==> src/pkg/hbnl_map.svh <==
// Register offsets, control bit positions and reset values of the breakpoint logic.
// Assumes a byte-wide register window decoded from a 4-bit offset.
`ifndef HBNL_MAP_SVH
`define HBNL_MAP_SVH
`define HBNL_OFF_ADDR0      4'h0
`define HBNL_OFF_ADDR1      4'h1
`define HBNL_OFF_ADDR2      4'h2
`define HBNL_OFF_ADDR3      4'h3
`define HBNL_OFF_DATA0      4'h4
`define HBNL_OFF_CTRL       4'hF
`define HBNL_BIT_ARM        0
`define HBNL_BIT_DIR        1
`define HBNL_BIT_CMP_EN     2
`define HBNL_BIT_MATCH      3
`define HBNL_BIT_HIT        7
`define HBNL_RST_BYTE       8'h00
`define HBNL_CTRL_WMASK     8'h0F
`endif

==> src/pkg/hbnl_pkg.sv <==
// Types shared by the breakpoint and interrupt merge logic.
// Assumes nothing of its surroundings.
package hbnl_pkg;
    typedef struct packed {
        logic        valid;
        logic [23:0] addr;
        logic [7:0]  data;
        logic        read;
    } hbnl_bus_t;

    typedef struct packed {
        logic       hit;
        logic       match;
        logic       cmp_en;
        logic       dir;
        logic       arm;
    } hbnl_ctrl_t;
endpackage

==> src/design/hbnl_core.sv <==
// Hardware breakpoint, status register and interrupt merge for a debug port.
// Assumes processor bus signals are synchronous to ref_clk_i; pin inputs are synchronised here.
`timescale 1ns/100ps
`default_nettype none
`include "hbnl_map.svh"

module hbnl_core
    import hbnl_pkg::*;
#(
    parameter bit HAS_DATA_CMP = 1'b1
) (
    input  wire logic       ref_clk_i,
    input  wire logic       rst_n_i,
    input  wire hbnl_bus_t  cpu_bus_i,
    input  wire logic       reg_sel_i,
    input  wire logic       reg_wr_i,
    input  wire logic [3:0] reg_off_i,
    input  wire logic [7:0] reg_wdata_i,
    output var  logic [7:0] reg_rdata_o,
    input  wire logic       host_nmi_request_n_i,
    input  wire logic       target_nmi_in_n_i,
    input  wire logic       target_irq_in_n_i,
    input  wire logic       periph_irq_n_i,
    input  wire logic       ready_drive_out_i,
    input  wire logic       target_mode_i,
    input  wire logic       abort_in_n_i,
    input  wire logic       bus_enable_i,
    output var  logic       cpu_nmi_n_o,
    output var  logic       cpu_irq_n_o,
    output var  logic       ready_pullup_en_o,
    output var  logic       cpu_abort_n_o,
    output var  logic       cpu_bus_enable_o,
    output var  logic       breakpoint_trigger_n_o
);
    // Pins from outside: host NMI, target NMI, target IRQ, peripheral IRQ, abort, bus enable, target mode.
    localparam int NSYNC = 7;
    logic [NSYNC-1:0] pin_raw;
    logic [NSYNC-1:0] sync1_reg;
    logic [NSYNC-1:0] sync2_reg;
    assign pin_raw = {target_mode_i, bus_enable_i, abort_in_n_i, periph_irq_n_i,
                      target_irq_in_n_i, target_nmi_in_n_i, host_nmi_request_n_i};

    genvar gi;
    generate
        for (gi = 0; gi < NSYNC; gi++) begin : g_sync
            always_ff @(posedge ref_clk_i or negedge rst_n_i) begin
                if (!rst_n_i) begin
                    sync1_reg[gi] <= 1'b1;
                    sync2_reg[gi] <= 1'b1;
                end else begin
                    sync1_reg[gi] <= pin_raw[gi];
                    sync2_reg[gi] <= sync1_reg[gi];
                end
            end
        end
    endgenerate

    logic host_nmi_n;
    logic tgt_nmi_n;
    logic tgt_irq_n;
    logic per_irq_n;
    logic abort_s;
    logic be_s;
    logic tmode_s;
    assign host_nmi_n = sync2_reg[0];
    assign tgt_nmi_n  = sync2_reg[1];
    assign tgt_irq_n  = sync2_reg[2];
    assign per_irq_n  = sync2_reg[3];
    assign abort_s    = sync2_reg[4];
    assign be_s       = sync2_reg[5];
    assign tmode_s    = sync2_reg[6];

    logic [7:0] addr0_reg, addr0_next;
    logic [7:0] addr1_reg, addr1_next;
    logic [7:0] addr2_reg, addr2_next;
    logic [7:0] data0_reg, data0_next;
    hbnl_ctrl_t ctrl_reg, ctrl_next;
    logic [7:0] rdata_reg, rdata_next;
    logic       nmi_n_reg, nmi_n_next;
    logic       irq_n_reg, irq_n_next;
    logic       pull_reg, pull_next;
    logic       abort_reg, abort_next;
    logic       be_reg, be_next;
    logic       trig_n_reg, trig_n_next;

    logic hit;
    logic data_ok;
    logic ctrl_wr;
    logic [7:0] ctrl_byte;

    assign ctrl_byte = {ctrl_reg.hit, 3'h0, ctrl_reg.match, ctrl_reg.cmp_en, ctrl_reg.dir, ctrl_reg.arm};
    assign ctrl_wr   = reg_sel_i && reg_wr_i && (reg_off_i == `HBNL_OFF_CTRL);

    // The 16-bit variant has no comparator, so an enabled compare is simply ignored there.
    always_comb begin
        data_ok = 1'b1;
        if (HAS_DATA_CMP && ctrl_reg.cmp_en) begin
            data_ok = ((cpu_bus_i.data == data0_reg) == ctrl_reg.match);
        end
    end

    // The NMI is raised after the access completes, so the core stops one instruction late.
    assign hit = cpu_bus_i.valid && ctrl_reg.arm
              && (cpu_bus_i.addr == {addr2_reg, addr1_reg, addr0_reg})
              && (cpu_bus_i.read == ctrl_reg.dir) && data_ok;

    always_comb begin
        addr0_next = addr0_reg;
        addr1_next = addr1_reg;
        addr2_next = addr2_reg;
        data0_next = data0_reg;
        ctrl_next  = ctrl_reg;
        if (reg_sel_i && reg_wr_i) begin
            if (reg_off_i == `HBNL_OFF_ADDR0) begin
                addr0_next = reg_wdata_i;
            end else if (reg_off_i == `HBNL_OFF_ADDR1) begin
                addr1_next = reg_wdata_i;
            end else if (reg_off_i == `HBNL_OFF_ADDR2) begin
                addr2_next = reg_wdata_i;
            end else if (reg_off_i == `HBNL_OFF_DATA0) begin
                data0_next = reg_wdata_i;
            end else if (reg_off_i == `HBNL_OFF_CTRL) begin
                ctrl_next.arm    = reg_wdata_i[`HBNL_BIT_ARM];
                ctrl_next.dir    = reg_wdata_i[`HBNL_BIT_DIR];
                ctrl_next.cmp_en = reg_wdata_i[`HBNL_BIT_CMP_EN];
                ctrl_next.match  = reg_wdata_i[`HBNL_BIT_MATCH];
            end
        end
        // A hit in the same cycle as the clearing write wins, so no breakpoint is lost.
        if (hit) begin
            ctrl_next.hit = 1'b1;
        end else if (ctrl_wr && !reg_wdata_i[`HBNL_BIT_HIT]) begin
            ctrl_next.hit = 1'b0;
        end
    end

    always_comb begin
        rdata_next = 8'h00;
        if (reg_sel_i) begin
            if (reg_off_i == `HBNL_OFF_ADDR0) begin
                rdata_next = addr0_reg;
            end else if (reg_off_i == `HBNL_OFF_ADDR1) begin
                rdata_next = addr1_reg;
            end else if (reg_off_i == `HBNL_OFF_ADDR2) begin
                rdata_next = addr2_reg;
            end else if (reg_off_i == `HBNL_OFF_DATA0) begin
                rdata_next = data0_reg;
            end else if (reg_off_i == `HBNL_OFF_CTRL) begin
                rdata_next = ctrl_byte;
            end
        end
    end

    always_comb begin
        nmi_n_next  = host_nmi_n && !hit && tgt_nmi_n;
        trig_n_next = !hit;
        irq_n_next  = tgt_irq_n && per_irq_n;
        pull_next   = ready_drive_out_i;
        abort_next  = tmode_s ? abort_s : 1'b1;
        be_next     = tmode_s ? be_s : 1'b1;
    end

    always_ff @(posedge ref_clk_i or negedge rst_n_i) begin
        if (!rst_n_i) begin
            addr0_reg  <= `HBNL_RST_BYTE;
            addr1_reg  <= `HBNL_RST_BYTE;
            addr2_reg  <= `HBNL_RST_BYTE;
            data0_reg  <= `HBNL_RST_BYTE;
            ctrl_reg   <= '0;
            rdata_reg  <= `HBNL_RST_BYTE;
            nmi_n_reg  <= 1'b1;
            irq_n_reg  <= 1'b1;
            pull_reg   <= 1'b1;
            abort_reg  <= 1'b1;
            be_reg     <= 1'b1;
            trig_n_reg <= 1'b1;
        end else begin
            addr0_reg  <= addr0_next;
            addr1_reg  <= addr1_next;
            addr2_reg  <= addr2_next;
            data0_reg  <= data0_next;
            ctrl_reg   <= ctrl_next;
            rdata_reg  <= rdata_next;
            nmi_n_reg  <= nmi_n_next;
            irq_n_reg  <= irq_n_next;
            pull_reg   <= pull_next;
            abort_reg  <= abort_next;
            be_reg     <= be_next;
            trig_n_reg <= trig_n_next;
        end
    end

    assign reg_rdata_o            = rdata_reg;
    assign cpu_nmi_n_o            = nmi_n_reg;
    assign cpu_irq_n_o            = irq_n_reg;
    assign ready_pullup_en_o      = pull_reg;
    assign cpu_abort_n_o          = abort_reg;
    assign cpu_bus_enable_o       = be_reg;
    assign breakpoint_trigger_n_o = trig_n_reg;
endmodule
`default_nettype wire

==> config.mk <==
export PLATFORM = sky130hd
export DESIGN_NAME = hbnl_core
export DESIGN_NICKNAME = d
export VERILOG_FILES = /design/src/pkg/hbnl_pkg.sv /design/src/design/hbnl_core.sv
export VERILOG_INCLUDE_DIRS = /design/src /design/src/pkg
export SDC_FILE = /design/constraint.sdc
export NUM_CORES = 1
export LEC_CHECK = 0
export BUFFER_PORTS_ARGS = -buffer_cell sky130_fd_sc_hd__buf_2
export CAP_MARGIN = 20
export CORE_MARGIN = 1
export CORE_UTILIZATION = 50
export CTS_BUF_LIST = sky130_fd_sc_hd__clkbuf_4 sky130_fd_sc_hd__clkbuf_8 sky130_fd_sc_hd__clkbuf_16
export CTS_CLUSTER_SIZE = 20
export DETAILED_ROUTE_END_ITERATION = 16
export PLACE_DENSITY = 0.77
export SETUP_SLACK_MARGIN = 0.2
export SLEW_MARGIN = 20
export SYNTH_ARGS = -nofsm -noshare
export SYNTH_HDL_FRONTEND = slang
export SYNTH_SLANG_ARGS = --single-unit
==> constraint.sdc <==
create_clock -name ref_clk_i -period 1.99 [get_ports ref_clk_i]
set_clock_uncertainty 0.2 [all_clocks]
set_input_delay 0.398 -clock ref_clk_i [delete_from_list [all_inputs] [get_ports ref_clk_i]]
set_output_delay 0.398 -clock ref_clk_i [all_outputs]
set_load 0.05 [all_outputs]
Word-level counts from Yosys, hierarchy flattened --
Cells that the tools add are included.
Cells by class: add/subtract/negate cells 0, $mul 0, divide/modulo/power cells 0, $lt $le $gt $ge 0, equality and inequality tests 8, shift operators 0, mux-type cells 11, bitwise logic cells 4, reductions and logical operators 19
Operators with widths (number):
- 2-to-1 mux 8 bit | 6
- equality test 24 bit | 1
- logical AND 1 bit | 10
- equality test 8 bit | 1
- AND reduction 6 bit | 1
- 2-to-1 mux 1 bit | 5
- AND reduction 5 bit | 1
- equality test 4 x 1 -> 1 bit, second input constant | 1
- equality test 4 x 2 -> 1 bit, second input constant | 1
- equality test 4 x 3 -> 1 bit, second input constant | 1
- equality test 4 bit, second input constant | 1
- zero test 4 bit | 1
- NOT 1 bit | 4
- AND reduction 4 bit | 1
- AND reduction 3 bit | 1
- equality test 1 bit | 2
- zero test 1 bit | 2
- AND reduction 2 bit | 1
- nonzero test 2 bit | 1
Word-level totals: flip-flop bits (word level) 65, bits in latches 0, memory bits (writable) 0, memory bits (read-only) 0, bits of input ports 58, output and inout bits 14, memories 0

Logic depth before layout (Yosys ltp) --
depth after elaboration 7, depth in mapped cells 7, mapped depth without buffers 5

Worst setup path after synthesis --
No wires, ideal clock.
path type input to register, start input port reg_off_i[3], end register addr0_reg[0], setup time 125 ps, arrival time 1581 ps, data required time 1665 ps, slack 84 ps, cell stages on the path 4, buffers on the path 1, path through or3_4 or3_1 buf_6 mux2_4
On the way: cells in the longest elaborated chain, start to end 2
RTL lines:
- start, declared | RTL line hbnl_core.sv:17 | input wire logic [3:0] reg_off_i,
- zero test 4 bit (no line)
- AND reduction 2 bit (no line)
- end signal, assigned | RTL line hbnl_core.sv:165 | addr0_reg <= `HBNL_RST_BYTE;
- end signal, assigned | RTL line hbnl_core.sv:178 | addr0_reg <= addr0_next;
- end, declared | RTL line hbnl_core.sv:73 | logic [7:0] addr0_reg, addr0_next;
No other way between the ends. A chain may end at the register's enable or synchronous reset.

Worst setup path after layout --
start register data0_reg[2], end register ctrl_reg, in the netlist ctrl_byte[7]
On the way: cells in the longest elaborated chain, start to end 5
RTL lines:
- start, declared | RTL line hbnl_core.sv:76 | logic [7:0] data0_reg, data0_next;
- start signal, assigned | RTL line hbnl_core.sv:168 | data0_reg <= `HBNL_RST_BYTE;
- start signal, assigned | RTL line hbnl_core.sv:181 | data0_reg <= data0_next;
- equality test 8 bit (*) | RTL line hbnl_core.sv:98 | data_ok = ((cpu_bus_i.data == data0_reg) == ctrl_reg.match);
- equality test 1 bit (*) | RTL line hbnl_core.sv:98
- 2-to-1 mux 1 bit (*) | RTL line hbnl_core.sv:97 | if (HAS_DATA_CMP && ctrl_reg.cmp_en) begin
- logical AND 1 bit (*) | RTL line hbnl_core.sv:105 | && (cpu_bus_i.read == ctrl_reg.dir) && data_ok;
- 2-to-1 mux 1 bit / nonzero test 2 bit (equally long branches)
- end signal, assigned | RTL line hbnl_core.sv:182 | ctrl_reg <= ctrl_next;
- end, declared | RTL line hbnl_core.sv:77 | hbnl_ctrl_t ctrl_reg, ctrl_next;
Every way passes the cells marked *; elsewhere a longest branch is shown, timed or not.

==> flow_summary_export.csv <==
group,metric,value,unit
timing,fin_crit,1800,ps
power_and_ir_drop,p_leak,1.83,nW
setup_path,crit_chain,"xor2_1 > nor4_2 > nand4b_1 > nand4b_1 > buf_4 > nand2_2",
grt,track_usage,0.274,
detailed_routing,firstDrtPassIters,4,
timing,rsz0062_at_grt,"true",
detailed_routing,post-route-drc-count,0,
cells_and_area,nets,401,
floorplan,core-area,5610,um^2
setup_path,crit_top_cell,"nand4b_1",
synth,synth_ff_type,"dfrtp_1",
timing,worst_pin_slew,330,ps
timing,drv_slew,0,
synth,synth.distinct_cells,36,
clock_network,cts.sinks,65,
setup_path,timing.critical_path.buf_inv,1,
clock_network,clockBufferDepth,2,
grt,grt_start_max_net_pins,66,
synth,synth.top_cell.area_share,0.380,
setup_path,crit_family,"simple AND/OR/NAND/NOR gates",
floorplan,num_rows,27,
detailed_routing,via_count,2251,
synth,ys_seq_area_frac,0.558,
placement,portBuffers,71,
cells_and_area,fillers,420,
run,drv_cap,0,
detailed_routing,vias_per_cell,5.36,
synth,synthArstFlopShare,1.00,
clock_network,root_buffer,"clkbuf_8",
synth,synth.most_common_cell,"dfrtp_1",
cells_and_area,antenna_cells,0,
cells_and_area,final_core_util,0.703,
detailed_routing,drtAntennaViolNets,0,
power_and_ir_drop,powerDensity,886,nW/um^2
timing,setup_viol,0,
floorplan,dieArea,6230,um^2
synth,ys_top_cells_by_count,"45 x dfrtp_1, 33 x mux2_2, 25 x xnor2_1",
synth,yosys-top-cells-area,"dfrtp_1 38%, dfstp_2 18%, mux2_2 13%",
floorplan,initial_core_util,0.528,
grt,grt_overflow,0,
grt,antenna_found_initial,0,
clock_network,cts_buffers,9,
status,outcome,"completed",
synth,syn_inst,230,
detailed_routing,wl_per_cell,18.3,um
synth,synth.cell_area,2960,um^2
timing,hold_viol_final,0,
cells_and_area,syn2layout_area_growth,33.3,%
synth,synth-seq-cells,65,
clock_network,clk_latency,350,ps
placement,dp_hpwl,5.50,mm
grt,grt_pass1_vias,2315,
setup_path,slowest_stage,"dfrtp_1",
detailed_routing,drt-total-wl,7.70,mm
synth,synth.avg_cell_area,12.9,um^2
power_and_ir_drop,peakVddDrop,636,uV
setup_path,slowest_delay,400,ps
cells_and_area,drive_above_1_share,0.552,
setup_path,worstPathArrival,1830,ps
timing,hold_slack,154,ps
setup_path,crit_fanout,3,
synth,synth_largest_area_cell,"dfrtp_1",
hold_path,hold_class,"primary input to register",
synth,synth_nets,288,
timing,min_period_over_period,0.906,
floorplan,die_y,78.9,um
placement,placed_cell_area,3570,um^2
clock_network,cts.clk_slew.worst_paths,80,ps
synth,yosys_warnings,0,
cells_and_area,final_area,3950,um^2
setup_path,startpoint_type,"register",
detailed_routing,drt_iter0_drc,141,
timing,setup-tns-final,0,ps
setup_path,cp-end-kind,"register",
clock_network,cts_tree,"done",
clock_network,htree_levels,3,
grt,grt_pass1_wl,12.1,mm
setup_path,criticalPathCategory,"register to register",
timing,max-slew-margin-rel,0.778,
timing,max_clock_freq,0.555,GHz
floorplan,die_x,78.9,um
synth,synth_edf_count,0,
placement,place_congestion,0.884,
setup_path,worst_ep_required_time,2020,ps
floorplan,io_pins,72,
## cell families (layout without fill, tap and decap cells)
kind of cell	count (synthesis)	in the layout	synth area share
multiplexers	43	43	0.173
AO/OA/AOI/OAI	30	30	0.0613
flip-flops	65	65	0.558
AND/OR/NAND/NOR	48	48	0.0926
buffers and inverters	11	129	0.0177
XOR/XNOR	33	33	0.0976
## cells in the final DEF (no fill, tap or decap), drive strengths merged, types with 6 or more instances in the layout
cell type	count
clkbuf	9
a21oi	6
inv	6
mux2	41
xnor2	25
nand2	15
dlygate4sd3	9
a21boi	6
o21ai	12
buf	101
xor2	8
dfrtp	45
nand4	7
dfstp	20
## area by class of cell
type,instances,area (um^2),share of cell area
clock buffer,9,124,0.0314
clock inverter,7,76.3,0.0193
inverter,3,11.3,0.00285
multi-input combinational,154,1290,0.328
sequential,65,1650,0.419
tap,72,90.1,0.0228
timing repair buffer,110,696,0.176
## per-layer routing
layer / global-route usage / wire, um / part of all wire
met1: 0.357 / 3130 / 0.41
met3: 0.0759 / 636 / 0.083
met2: 0.420 / 3660 / 0.48
met5: 0 / 0 / 0
met4: 0.138 / 269 / 0.035
## per-stage QoR
stage / power, W / setup WS [ps] / std cells
final: 0.00349 / 188 / 420
after global routing: 0.00366 / 115 / 420
after CTS: 0.00349 / 204 / 418
after detailed placement: 0.00231 / -68.6 / 389
after global placement: 0.00228 / -54.9 / 389
after floorplan: 0.00204 / 84.0 / 230
## power breakdown
group	leakage, nW	internal [W]	switching (W)
Clock	0.105	0.000589	0.000547
Sequential	0.794	0.00151	0.000165
Combinational	0.936	0.000386	0.000301
## path summary, 6_finish.rpt
path / endpoint / from / slack (ps) / cells after the start
worst max-delay path: ctrl_byte[7] / data0_reg[2] / 190 / 6
worst min-delay path: addr0_reg[3] / reg_wdata_i[3] / 150 / 2
max in group asynchronous: cpu_nmi_n_o / rst_n_i / 880 / 3
worst max register to register: ctrl_byte[7] / data0_reg[2] / 190 / 6
min in group asynchronous: reg_rdata_o[7] / rst_n_i / 380 / 3
worst min register to register: host_nmi_n / sync1_reg[0] / 160 / 0
## repair_timing
action,CTS,global route
setup buffers,4,2
resized for setup,7,1
pin swaps,12,2
hold endpoints to repair,53,0
setup endpoints to repair,2,3
hold buffers,9,0
(Power assumes the default switching activity.)
